$ cat src/hw/ict_regs.svh
`ifndef ICT_REGS_SVH
`define ICT_REGS_SVH
// ----------------------------------------------------------------------
// timing
// ----------------------------------------------------------------------
// system clock period in ns
`define ICT_CLK_PERIOD_NS 10
// system clocks per instruction cycle
`define ICT_CLKS_PER_CYCLE 4
// ----------------------------------------------------------------------
// address map and field positions
// ----------------------------------------------------------------------
// data memory byte that aliases the program counter low byte
`define ICT_PC_LOW_ADDR 8'h02
// program memory page that holds constant tables
`define ICT_TBL_PAGE 3'h7
// program counter after reset
`define ICT_PC_RESET 11'h000
// instruction fields
`define ICT_OP_MSB 15
`define ICT_OP_LSB 11
`define ICT_DEST_BIT 10
// sub-codes of the system group, held in the bit index field
`define ICT_SUB_NOP 3'h0
`define ICT_SUB_EXIT 3'h1
`define ICT_SUB_HALT 3'h2
`define ICT_SUB_TABRD 3'h3
`endif

$ cat src/hw/ict_pkg.sv
package ict_pkg;
   // one-hot phases of one instruction cycle
   typedef enum logic [3:0] {
      ph_read = 4'h1,
      ph_load = 4'h2,
      ph_calc = 4'h4,
      ph_commit = 4'h8
   } ict_phase_t;
   // major opcodes, bits 15..11 of the instruction word
   typedef enum logic [4:0] {
      op_sys = 5'h00, op_add = 5'h01, op_adc = 5'h02, op_sub = 5'h03,
      op_sbc = 5'h04, op_and = 5'h05, op_or = 5'h06, op_xor = 5'h07,
      op_comp = 5'h08, op_inc = 5'h09, op_decr = 5'h0a, op_rot_r = 5'h0b,
      op_rot_rc = 5'h0c, op_rot_l = 5'h0d, op_rot_lc = 5'h0e,
      op_mova = 5'h0f,
      op_movm = 5'h10, op_addi = 5'h11, op_subi = 5'h12, op_andi = 5'h13,
      op_ori = 5'h14, op_xori = 5'h15, op_movi = 5'h16, op_clrb = 5'h17,
      op_setb = 5'h18, op_sz = 5'h19, op_szb = 5'h1a, op_snzb = 5'h1b,
      op_siz = 5'h1c, op_sdz = 5'h1d, op_branch = 5'h1e, op_call = 5'h1f
   } ict_op_t;
endpackage : ict_pkg

$ cat src/hw/ict_dmem_if.sv
`timescale 1ns/1ps
`default_nettype none
// data memory port between the core and its ram
interface ict_dmem_if;
   logic [7:0] addr;
   logic we;
   logic [7:0] wdata;
   logic [7:0] rdata;
   modport core (output addr, output we, output wdata, input rdata);
   modport mem (input addr, input we, input wdata, output rdata);
endinterface : ict_dmem_if
`default_nettype wire

$ cat src/hw/ict_ram.sv
`timescale 1ns/1ps
`default_nettype none
// 256 x 8 data memory, read data registered
module ict_ram (
   input wire logic i_clk,
   ict_dmem_if.mem bus
);
   logic [7:0] cells [0:255]; // storage, no reset
   // ---------------------------------------------------------------
   // write, and registered read of the old contents of the same address
   // ---------------------------------------------------------------
   always_ff @(posedge i_clk) begin
      if (bus.we) begin
         cells[bus.addr] <= bus.wdata;
      end
      bus.rdata <= cells[bus.addr];
   end
endmodule : ict_ram
`default_nettype wire

$ cat src/hw/ict_core.sv
`timescale 1ns/1ps
`default_nettype none
`include "ict_regs.svh"
module ict_core (
   input wire logic i_clk,
   input wire logic i_reset,
   input wire logic [15:0] i_prog_data,
   input wire logic i_wake,
   output logic [10:0] o_prog_addr,
   output logic [7:0] o_acc,
   output logic [3:0] o_flags,
   output logic o_halted,
   output logic o_retire
);
   // ----------------------------------------------------------------
   // state
   // ----------------------------------------------------------------
   ict_pkg::ict_phase_t phase; // position inside the cycle
   logic [15:0] ir; // instruction being executed
   logic ir_valid; // low for a discarded slot
   logic [10:0] pc; // address fetched in this cycle
   logic [7:0] acc; // accumulator
   logic z, c, ac, ov; // status flags
   logic [7:0] opnd; // data memory operand
   logic halted; // power-down state
   logic [10:0] stack [0:7]; // return addresses
   logic [2:0] sp; // next free stack slot
   // ----------------------------------------------------------------
   // decode
   // ----------------------------------------------------------------
   ict_pkg::ict_op_t op;
   logic d; // result goes to memory
   logic [2:0] idx; // bit index or sub-code
   logic [7:0] m; // address or immediate
   logic [7:0] mask; // one-hot bit select
   logic exec; // commit edge of a valid slot
   assign op = ict_pkg::ict_op_t'(ir[`ICT_OP_MSB:`ICT_OP_LSB]);
   assign d = ir[`ICT_DEST_BIT];
   assign idx = ir[10:8];
   assign m = ir[7:0];
   assign mask = 8'h01 << idx;
   assign exec = (phase == ict_pkg::ph_commit) && ir_valid;
   // ----------------------------------------------------------------
   // adder operands
   // ----------------------------------------------------------------
   logic [7:0] arith_b; // second operand, inverted for subtract
   logic arith_cin; // carry in, one means no borrow
   logic [8:0] sum; // nine bits keep the carry out
   logic [4:0] nib; // low nibble for the aux carry
   // subtract is acc plus inverted operand plus one
   always_comb begin
      arith_b = opnd;
      arith_cin = 1'b0;
      case (op)
         ict_pkg::op_adc: begin
            arith_cin = c;
         end
         ict_pkg::op_sub: begin
            arith_b = ~opnd;
            arith_cin = 1'b1;
         end
         ict_pkg::op_sbc: begin
            arith_b = ~opnd;
            arith_cin = c;
         end
         ict_pkg::op_addi: begin
            arith_b = m;
         end
         ict_pkg::op_subi: begin
            arith_b = ~m;
            arith_cin = 1'b1;
         end
         default: begin
         end
      endcase
   end
   // acc is always the first operand
   assign sum = {1'b0, acc} + {1'b0, arith_b} + {8'h00, arith_cin};
   assign nib = {1'b0, acc[3:0]} + {1'b0, arith_b[3:0]} + {4'h0, arith_cin};
   // ----------------------------------------------------------------
   // execute
   // ----------------------------------------------------------------
   logic [7:0] res; // result byte
   logic dst_mem, dst_acc; // result targets
   logic upd_z, upd_arith, upd_c; // flag updates
   logic n_c; // new carry from a rotate
   logic skip, jump, push, pop, halt_go, tbl;
   logic [10:0] jtarget; // new program counter
   // result, target and control per opcode
   always_comb begin
      res = acc;
      dst_mem = 1'b0;
      dst_acc = 1'b0;
      upd_z = 1'b0;
      upd_arith = 1'b0;
      upd_c = 1'b0;
      n_c = c;
      skip = 1'b0;
      jump = 1'b0;
      push = 1'b0;
      pop = 1'b0;
      halt_go = 1'b0;
      tbl = 1'b0;
      jtarget = pc;
      case (op)
         ict_pkg::op_sys: begin
            case (idx)
               `ICT_SUB_EXIT: begin
                  // resume after the call
                  pop = 1'b1;
                  jump = 1'b1;
                  jtarget = stack[sp - 3'h1];
               end
               `ICT_SUB_HALT: begin
                  halt_go = 1'b1;
               end
               `ICT_SUB_TABRD: begin
                  // table word low byte into memory
                  tbl = 1'b1;
                  res = i_prog_data[7:0];
                  dst_mem = 1'b1;
               end
               default: begin
               end
            endcase
         end
         ict_pkg::op_add, ict_pkg::op_adc, ict_pkg::op_sub,
         ict_pkg::op_sbc: begin
            res = sum[7:0];
            upd_arith = 1'b1;
            dst_mem = d;
            dst_acc = ~d;
         end
         ict_pkg::op_addi, ict_pkg::op_subi: begin
            res = sum[7:0];
            upd_arith = 1'b1;
            dst_acc = 1'b1;
         end
         ict_pkg::op_and, ict_pkg::op_or, ict_pkg::op_xor,
         ict_pkg::op_comp: begin
            case (op)
               ict_pkg::op_and: res = acc & opnd;
               ict_pkg::op_or: res = acc | opnd;
               ict_pkg::op_xor: res = acc ^ opnd;
               default: res = ~opnd;
            endcase
            upd_z = 1'b1;
            dst_mem = d;
            dst_acc = ~d;
         end
         ict_pkg::op_andi, ict_pkg::op_ori, ict_pkg::op_xori: begin
            case (op)
               ict_pkg::op_andi: res = acc & m;
               ict_pkg::op_ori: res = acc | m;
               default: res = acc ^ m;
            endcase
            upd_z = 1'b1;
            dst_acc = 1'b1;
         end
         ict_pkg::op_inc, ict_pkg::op_decr: begin
            // step of exactly one
            res = (op == ict_pkg::op_inc) ? opnd + 8'h01 : opnd - 8'h01;
            upd_z = 1'b1;
            dst_mem = d;
            dst_acc = ~d;
         end
         ict_pkg::op_rot_r, ict_pkg::op_rot_rc, ict_pkg::op_rot_l,
         ict_pkg::op_rot_lc: begin
            // one position; carry variants swap bit with carry
            case (op)
               ict_pkg::op_rot_r: res = {opnd[0], opnd[7:1]};
               ict_pkg::op_rot_rc: res = {c, opnd[7:1]};
               ict_pkg::op_rot_l: res = {opnd[6:0], opnd[7]};
               default: res = {opnd[6:0], c};
            endcase
            upd_c = (op == ict_pkg::op_rot_rc) || (op == ict_pkg::op_rot_lc);
            n_c = (op == ict_pkg::op_rot_rc) ? opnd[0] : opnd[7];
            dst_mem = d;
            dst_acc = ~d;
         end
         ict_pkg::op_mova: begin
            res = opnd;
            dst_acc = 1'b1;
         end
         ict_pkg::op_movm: begin
            res = acc;
            dst_mem = 1'b1;
         end
         ict_pkg::op_movi: begin
            res = m;
            dst_acc = 1'b1;
         end
         ict_pkg::op_clrb, ict_pkg::op_setb: begin
            // read-modify-write of one bit
            res = (op == ict_pkg::op_setb) ? (opnd | mask) : (opnd & ~mask);
            dst_mem = 1'b1;
         end
         ict_pkg::op_sz: begin
            // test byte, optional copy to acc
            res = opnd;
            dst_acc = d;
            skip = (opnd == 8'h00);
         end
         ict_pkg::op_szb, ict_pkg::op_snzb: begin
            res = opnd;
            skip = ((opnd & mask) == 8'h00) == (op == ict_pkg::op_szb);
         end
         ict_pkg::op_siz, ict_pkg::op_sdz: begin
            // step then skip on zero
            res = (op == ict_pkg::op_siz) ? opnd + 8'h01 : opnd - 8'h01;
            skip = (op == ict_pkg::op_siz) ? (opnd == 8'hff) : (opnd == 8'h01);
            dst_mem = d;
            dst_acc = ~d;
         end
         ict_pkg::op_branch, ict_pkg::op_call: begin
            // jump saves nothing, call saves
            jump = 1'b1;
            push = (op == ict_pkg::op_call);
            jtarget = ir[10:0];
         end
         default: begin
         end
      endcase
   end
   // ----------------------------------------------------------------
   // data memory port
   // ----------------------------------------------------------------
   ict_dmem_if dmem ();
   logic pc_low_wr; // memory write to the pc low alias
   assign dmem.addr = m;
   assign dmem.we = exec && dst_mem;
   assign dmem.wdata = res;
   assign pc_low_wr = exec && dst_mem && (m == `ICT_PC_LOW_ADDR);
   ict_ram u_ram (
      .i_clk (i_clk),
      .bus (dmem)
   );
   // ----------------------------------------------------------------
   // phase sequencer
   // ----------------------------------------------------------------
   // four clocks per cycle, parked in read phase while halted
   always_ff @(posedge i_clk) begin
      if (i_reset) begin
         phase <= ict_pkg::ph_read;
      end else begin
         case (phase)
            ict_pkg::ph_read: begin
               if (!halted || i_wake) begin
                  phase <= ict_pkg::ph_load;
               end
            end
            ict_pkg::ph_load: phase <= ict_pkg::ph_calc;
            ict_pkg::ph_calc: phase <= ict_pkg::ph_commit;
            ict_pkg::ph_commit: phase <= ict_pkg::ph_read;
            default: phase <= ict_pkg::ph_read;
         endcase
      end
   end
   // operand capture two clocks after the read address settles
   always_ff @(posedge i_clk) begin
      if (i_reset) begin
         opnd <= 8'h00;
      end else if (phase == ict_pkg::ph_load) begin
         opnd <= dmem.rdata;
      end
   end
   // ----------------------------------------------------------------
   // fetch and program flow
   // ----------------------------------------------------------------
   // table read borrows this cycle's fetch slot
   always_ff @(posedge i_clk) begin
      if (i_reset) begin
         o_prog_addr <= `ICT_PC_RESET;
      end else if (phase == ict_pkg::ph_read) begin
         o_prog_addr <= (ir_valid && tbl) ? {`ICT_TBL_PAGE, acc} : pc;
      end
   end
   // redirects drop the fetched word, costing one cycle
   always_ff @(posedge i_clk) begin
      if (i_reset) begin
         pc <= `ICT_PC_RESET;
         ir <= 16'h0000;
         ir_valid <= 1'b0;
      end else if (phase == ict_pkg::ph_commit) begin
         ir <= i_prog_data;
         ir_valid <= 1'b0;
         if (!ir_valid) begin
            // discarded slot just refills
            pc <= pc + 11'h001;
            ir_valid <= 1'b1;
         end else if (jump) begin
            pc <= jtarget;
         end else if (pc_low_wr) begin
            pc <= {pc[10:8], res};
         end else if (skip) begin
            pc <= pc + 11'h001;
         end else if (!tbl) begin
            pc <= pc + 11'h001;
            ir_valid <= 1'b1;
         end
      end
   end
   // return stack, circular
   always_ff @(posedge i_clk) begin
      if (i_reset) begin
         sp <= 3'h0;
      end else if (exec && push) begin
         stack[sp] <= pc;
         sp <= sp + 3'h1;
      end else if (exec && pop) begin
         sp <= sp - 3'h1;
      end
   end
   // ----------------------------------------------------------------
   // accumulator and flags
   // ----------------------------------------------------------------
   always_ff @(posedge i_clk) begin
      if (i_reset) begin
         acc <= 8'h00;
         {z, c, ac, ov} <= 4'h0;
      end else if (exec) begin
         if (dst_acc) begin
            acc <= res;
         end
         if (upd_z || upd_arith) begin
            z <= (res == 8'h00);
         end
         if (upd_arith) begin
            // carry one means no borrow for subtract
            c <= sum[8];
            ac <= nib[4];
            ov <= (acc[7] == arith_b[7]) && (sum[7] != acc[7]);
         end
         if (upd_c) begin
            c <= n_c;
         end
      end
   end
   // power-down until wake; a halt commit wins over a wake
   always_ff @(posedge i_clk) begin
      if (i_reset) begin
         halted <= 1'b0;
      end else if (exec && halt_go) begin
         halted <= 1'b1;
      end else if (i_wake) begin
         halted <= 1'b0;
      end
   end
   // retire pulse for each executed slot
   always_ff @(posedge i_clk) begin
      if (i_reset) begin
         o_retire <= 1'b0;
      end else begin
         o_retire <= exec;
      end
   end
   assign o_acc = acc;
   assign o_flags = {ov, ac, c, z};
   assign o_halted = halted;
endmodule : ict_core
`default_nettype wire

$ cat config.mk
export PLATFORM = sky130hd
export DESIGN_NAME = ict_core
export DESIGN_NICKNAME = d
export VERILOG_FILES = /design/src/hw/ict_pkg.sv /design/src/hw/ict_dmem_if.sv /design/src/hw/ict_ram.sv /design/src/hw/ict_core.sv
export VERILOG_INCLUDE_DIRS = /design/src /design/src/hw
export SDC_FILE = /design/constraint.sdc
export NUM_CORES = 2
export LEC_CHECK = 0
export ABC_AREA = 1
export BUFFER_PORTS_ARGS = -buffer_cell sky130_fd_sc_hd__buf_4
export CORE_UTILIZATION = 45
export CTS_CLUSTER_DIAMETER = 40
export DETAILED_ROUTE_END_ITERATION = 16
export MAX_ROUTING_LAYER = met4
export PLACE_DENSITY = 0.64
export SYNTH_ARGS = -nofsm -noshare
export SYNTH_HDL_FRONTEND = slang
export SYNTH_HIERARCHICAL = 1
export SYNTH_SLANG_ARGS = --single-unit
$ cat constraint.sdc
create_clock -name i_clk -period 16.3 [get_ports i_clk]
set_input_delay 0 -clock i_clk [delete_from_list [all_inputs] [get_ports i_clk]]
set_output_delay 0 -clock i_clk [all_outputs]
set_load 0.05 [all_outputs]
======== Word-level counts from Yosys, hierarchy flattened ========
Memories as Yosys holds them, arrays and structs flattened. A register that Yosys moved wholly into a read port is not among the register bits.
Cells that the tools add are included.
Widths: inputs -> output; s select.
cells by class
  add/sub/neg operators ................... 9
  eq/ne operators ......................... 51
  shifts and indexed selects .............. 1
  muxes and demuxes ....................... 53
  bitwise gates (word level) .............. 13
  reduce and logical (&&, ||, !) cells .... 42
operators with widths
  kind                   count
  $eq 5x5->1 const B     16
  $pmux 8 s10            1
  $mux 11                7
  $pmux 8 s3             3
  $eq 5x4->1 const B     8
  $and 8x8->8            4
  $mux 8                 4
  $mux 1                 27
  $logic_not 8->1        3
  $not 8->8              3
  $or 8x8->8             3
  $pmux 11 s2            1
  $eq 5x3->1 const B     4
  $pmux 8 s2             1
  $reduce_or 16->1       1
  $reduce_or 2->1        8
  $xor 8x8->8            2
  $pmux 4 s3             1
  $reduce_or 4->1        3
  $add 11x1->11 const B  1
  $eq 5x2->1 const B     2
  $add 8x8->9            1
  $add 9x1->9            1
  $pmux 1 s3             3
  42 further kinds       61
storage, ports and cells
  register bits after elaboration ......... 68
  bits in writable memories ............... 2136
  input bits .............................. 19
  output and inout bits ................... 25
  word-level logic and storage cells ...... 186
  memories kept ........................... 2
memories
  name         depth  width  read ports  clocked after memory_dff  wr ports  RTL line        RTL
  u_ram.cells  256    8      1           1                         1         ict_ram.sv:8    logic [7:0] cells [0:255];
  stack        8      11     1           0                         1         ict_core.sv:26  logic [10:0] stack [0:7];

======== Logic depth before layout (Yosys ltp) ========
  depth in word-level cells ............... 9
  mapped depth ............................ 24
  gate-level depth less buffers ........... 24

======== Hierarchy ========
Netlist, hierarchy kept.
modules (own cells, without submodules)
  module    times used  cells an instance  area each (sq um)  seq. area each (sq um)
  ict_ram   1           8021               84856.4            61659.1
  ict_core  1           1296               9746.8             4003.8

======== Worst setup path before layout ========
No wires, ideal clock.
  path kind ............................... reg-to-reg
  start point ............................. register ir[11]
  end point ............................... memory u_ram.cells[0][4], data pin
  setup time .............................. 0.773 ns
  arrival ................................. 5.561 ns
  path slack .............................. 9.966 ns
  cell stages (with the launch flop) ...... 19
  buffers on the path ..................... 0
  cells stage by stage .................... dfxtp_1 inv_2 nor2_2 nand2_1 inv_1 nand2_1 nand3_1 o2111ai_1 fa_1 fa_1 nand3_1 nand2_1 nand2_1 nand2_1 nor2_1 nor3_1 nand3_1 nand2_1 inv_1
on the way
  cells in the longest elaborated chain, start to end .. 6
RTL lines
  element                                          RTL line                         RTL
  from (decl)                                      ict_core.sv:19                   logic [15:0] ir;
  from (signal assigned)                           ict_core.sv:285                  ir <= i_prog_data;
  $eq 5x2->1 / $eq 5x3->1 (equally long branches)  ict_core.sv:54, ict_core.sv:105
  $reduce_or 2->1 (no line)                        -
  $pmux 8 s3                                       ict_core.sv:54                   case (op)
  $add 8x8->9                                      ict_core.sv:78                   assign sum = {1'b0, acc} + {1'b0, arith_b} + {8'h00, arith_cin};
  $add 9x1->9                                      ict_core.sv:78
  $pmux 8 s10 (*)                                  ict_core.sv:105                  case (op)
  named net dmem.wdata[4]                          ict_dmem_if.sv:7                 logic [7:0] wdata;
  to (decl)                                        ict_ram.sv:8
The timed path passes the listed nets; every way through them passes the cells marked *.

======== Final worst setup path ========
  start point ............................. register ir[13]
  end point ............................... memory u_ram.cells[39][1], data pin
Same word-level chain as after synthesis.

==> qor.txt <==
Worst path top cell family by delay: buffers and inverters
total gr overflow: 0
number of synthesized flops with an enable pin: 2,136
FF/Latch Area: 65,670 µm²
initial antenna violation count: 4
hpwl dp: 149,900 µm
FP Rows: 167
first-pass GRT wire length: 396,900 µm
full die area: 212,100 µm²
reg2reg start: ir[13]
flop2flop setup slack: 10.51 ns
Root Buffer: clkbuf_16
number of gates resized after cts: 0
register area share after synthesis: 0.6941
Cell Area, Synth: 94,600 µm²
commonest non-fill, non-tap cell in the layout: nand2_1
Core ar.: 207,900 µm²
most used flip-flop cell after synthesis: edfxtp_1
Post-synth ARST share: 0
Max stage delay cell, worst path: buf_4
static leakage: 43.39 nW
final worst-path cycle share: 0.3551
CP arrival: 6.33 ns
clock tree buffer depth: 4
DR iter-0 viols: 6,459
I/O pin total: 44
Die Span X: 460.5 µm
Slew Limit Fails: 0
Most common cell on crit path: nor2_1
status: complete, no violations
number of vias per cell: 5.356
final wirelength: 265,100 µm
Crit path buffers/inverters: 5
PwrDens: 121.5 nW/µm²
setup TNS: 0 ns
Starting Density: 0.4550
number of port buffers: 43
Mean Syn Cell Area: 10.15 µm²
via count: 66,120
vias in the first global route: 62,660
Final GP Congestion: 0.9547
fin crit period: 5.787 ns
CP endpoint kind: register
Num CTS Buffers: 314
Worst-Skew Late Latency: 0.93 ns
Hold Path Depth: 4
GR Util All Layers: 0.2558
Yosys reg bits: 2,212
slowest stage delay, CP: 0.99 ns
Critical Path RT: 16.84 ns
Cell variety after synth: 50
Syn Nets: 9,384
most frequent cells in the layout: nand2_1 (5,043), edfxtp_1 (2,136), nor2_1 (507), clkbuf_16 (320), nand3_1 (278)
Die Ht: 460.5 µm
worst-path fanout max: 161
Finished Cell Area: 108,000 µm²
RSZ-0062 raised after global routing: false
ANT nets after route: 0
Fin Clk Skew: 0.05725 ns
share of layout cells above drive strength 1: 0.07084
worst-margin pin slew: 1.200 ns
VDD IR max: 0.08580 mV
Setup CP Type: reg -> reg
DP Area: 97,230 µm²
synth warn: 6
Reg clk slew, reported paths: 0.05 ns
H-tree levels: 5
Max Clock Freq: 172.8 MHz
Multi-input gate area: 26,280 µm²
Mapped Cells: 9,317
drt first pass iters: 6
Routed WL per cell: 21.47 µm
Startpoint Class: register
Nets: 9,397
cells on worst reg2reg path: 16
Area growth syn-to-layout: 14.21%
final hold viol count: 0
crit-path cells: inv_2 > nor2_2 > nand3_1 > nand2_2 > inv_1 > nand3_1 > o2111ai_1 > fa_1 > fa_1 > inv_1 > nor2_1 > nor2_1 > nand4_1 > nor2_1 > inv_8 > buf_4
Max-cap violations: 0
final setup vio count: 0
worst hold endpoint: ir[0]
clock sink count: 2,212
class of the worst hold path: in -> reg
Slew HR: 0.1973
largest net degree at the start of global routing: 198
DRC viols: 0
HP Start: i_prog_data[0]
FILL cells: 17,880
r2r endpoint: u_ram/cells[39][1]
TritonCTS clock tree: yes
==> power by group <==
part	switching, mW	internal, mW	total, mW
combinational	0.104	0.0403	0.144
clock	2.49	4.32	6.81
sequential	0.0121	6.16	6.18
==> worst max-delay path by stage <==
stage | start | endpoint | slack (ns) | cells past startpoint
after floorplan | ir[11] | u_ram/cells[0][4] | 9.97 | 18
after global placement | ir[15] | u_ram/cells[244][5] | 10.45 | 19
after detailed placement | ir[15] | u_ram/cells[244][5] | 10.52 | 19
after CTS | ir[15] | u_ram/cells[245][5] | 10.49 | 19
after global routing | ir[15] | u_ram/cells[244][5] | 10.09 | 19
final | ir[13] | u_ram/cells[39][1] | 10.51 | 16
==> repair_timing <==
item	CTS	global route
buffers inserted	0	0
hold buffers	35	0
endpoints found under the hold margin	108	0
==> synth_stat cells (8+ instances only) <==
| cell type | number | area [µm²] |
|---|---|---|
| nand2_1 | 5046 | 18940 |
| nor2_2 | 9 | 56.30 |
| a22oi_1 | 10 | 75.07 |
| buf_2 | 188 | 940.9 |
| clkbuf_1 | 206 | 773.2 |
| a21oi_1 | 115 | 575.6 |
| buf_1 | 53 | 198.9 |
| inv_2 | 11 | 41.29 |
| o21ai_0 | 180 | 900.9 |
| xor2_1 | 10 | 87.58 |
| nor3_1 | 17 | 85.08 |
| dfxtp_1 | 76 | 1521 |
| ha_1 | 46 | 575.6 |
| buf_4 | 14 | 105.1 |
| a31oi_1 | 9 | 56.30 |
| clkinv_1 | 8 | 30.03 |
| o211ai_1 | 16 | 120.1 |
| inv_1 | 138 | 518.0 |
| edfxtp_1 | 2136 | 64140 |
| o21ai_1 | 130 | 650.6 |
| nand3_1 | 278 | 1391 |
| o22ai_1 | 27 | 168.9 |
| nor2_1 | 512 | 1922 |
| buf_6 | 8 | 90.09 |
| nand4_1 | 11 | 68.82 |
==> tightest hold or removal path, cell delays in order <==
cell and delay, ns:
dlygate4sd3_1 0.54, buf_4 0.14, o21ai_0 0.18, a21oi_1 0.14
==> through the flow <==
stage	hold slack (ns)	instances	total power, mW	setup WS [ns]	utilization
6_report	0.1713	12350	13.13	10.51	0.5197
5_1_grt	0.1690	12350	13.45	10.09	0.5197
4_1_cts	0.1201	12350	13.21	10.49	0.5197
3_5_place_dp	0.2591	11770	6.426	10.52	0.4677
3_3_place_gp	0.2523	11770	6.424	10.45	0.4677
2_1_floorplan	0.06907	9317	6.375	9.966	-
==> registers in the layout, summed over array words and instances, names as in the netlist <==
register / cells
u_ram/cells: 2048
sp: 3
c: 1
u_ram/bus.rdata: 8
ac: 1
phase: 4
ir: 16
o_acc: 8
opnd: 8
o_halted: 1
o_prog_addr: 11
stack: 88
ov: 1
ir_valid: 1
z: 1
pc: 11
o_retire: 1
==> routing by layer <==
| layer | global-route usage | share of wire | vias to the layer above |
|---|---|---|---|
| met5 | - | 0 | - |
| met1 | 0.3457 | 0.42 | 31970 |
| met4 | 0.09148 | 0.036 | 0 |
| met3 | 0.03863 | 0.078 | 531 |
| li1 | - | - | 30910 |
| met2 | 0.3933 | 0.47 | 2711 |
==> kinds of logic (layout without fill, tap and decap cells) <==
family | Yosys count | after routing | share of synthesized area
compound gates | 506 | 506 | 0.02879
other cells | 0 | 1 | 0
xor+xnor | 14 | 14 | 0.001296
fa+ha+maj | 48 | 48 | 0.006507
simple gates | 5909 | 5909 | 0.2407
buf+inv | 628 | 868 | 0.02865
flops | 2212 | 2212 | 0.6941
==> final cells by class <==
class | instances | area share
Sequential cell | 2212 | 0.6078
Tap cell | 2788 | 0.03229
Clock buffer | 355 | 0.07552
Clock inverter | 188 | 0.02128
Multi-Input combinational cell | 6477 | 0.2432
Inverter | 159 | 0.006392
Antenna cell | 1 | 0.00002316
Timing Repair Buffer | 166 | 0.01350
Note: power is estimated with default switching activity, not from simulation.
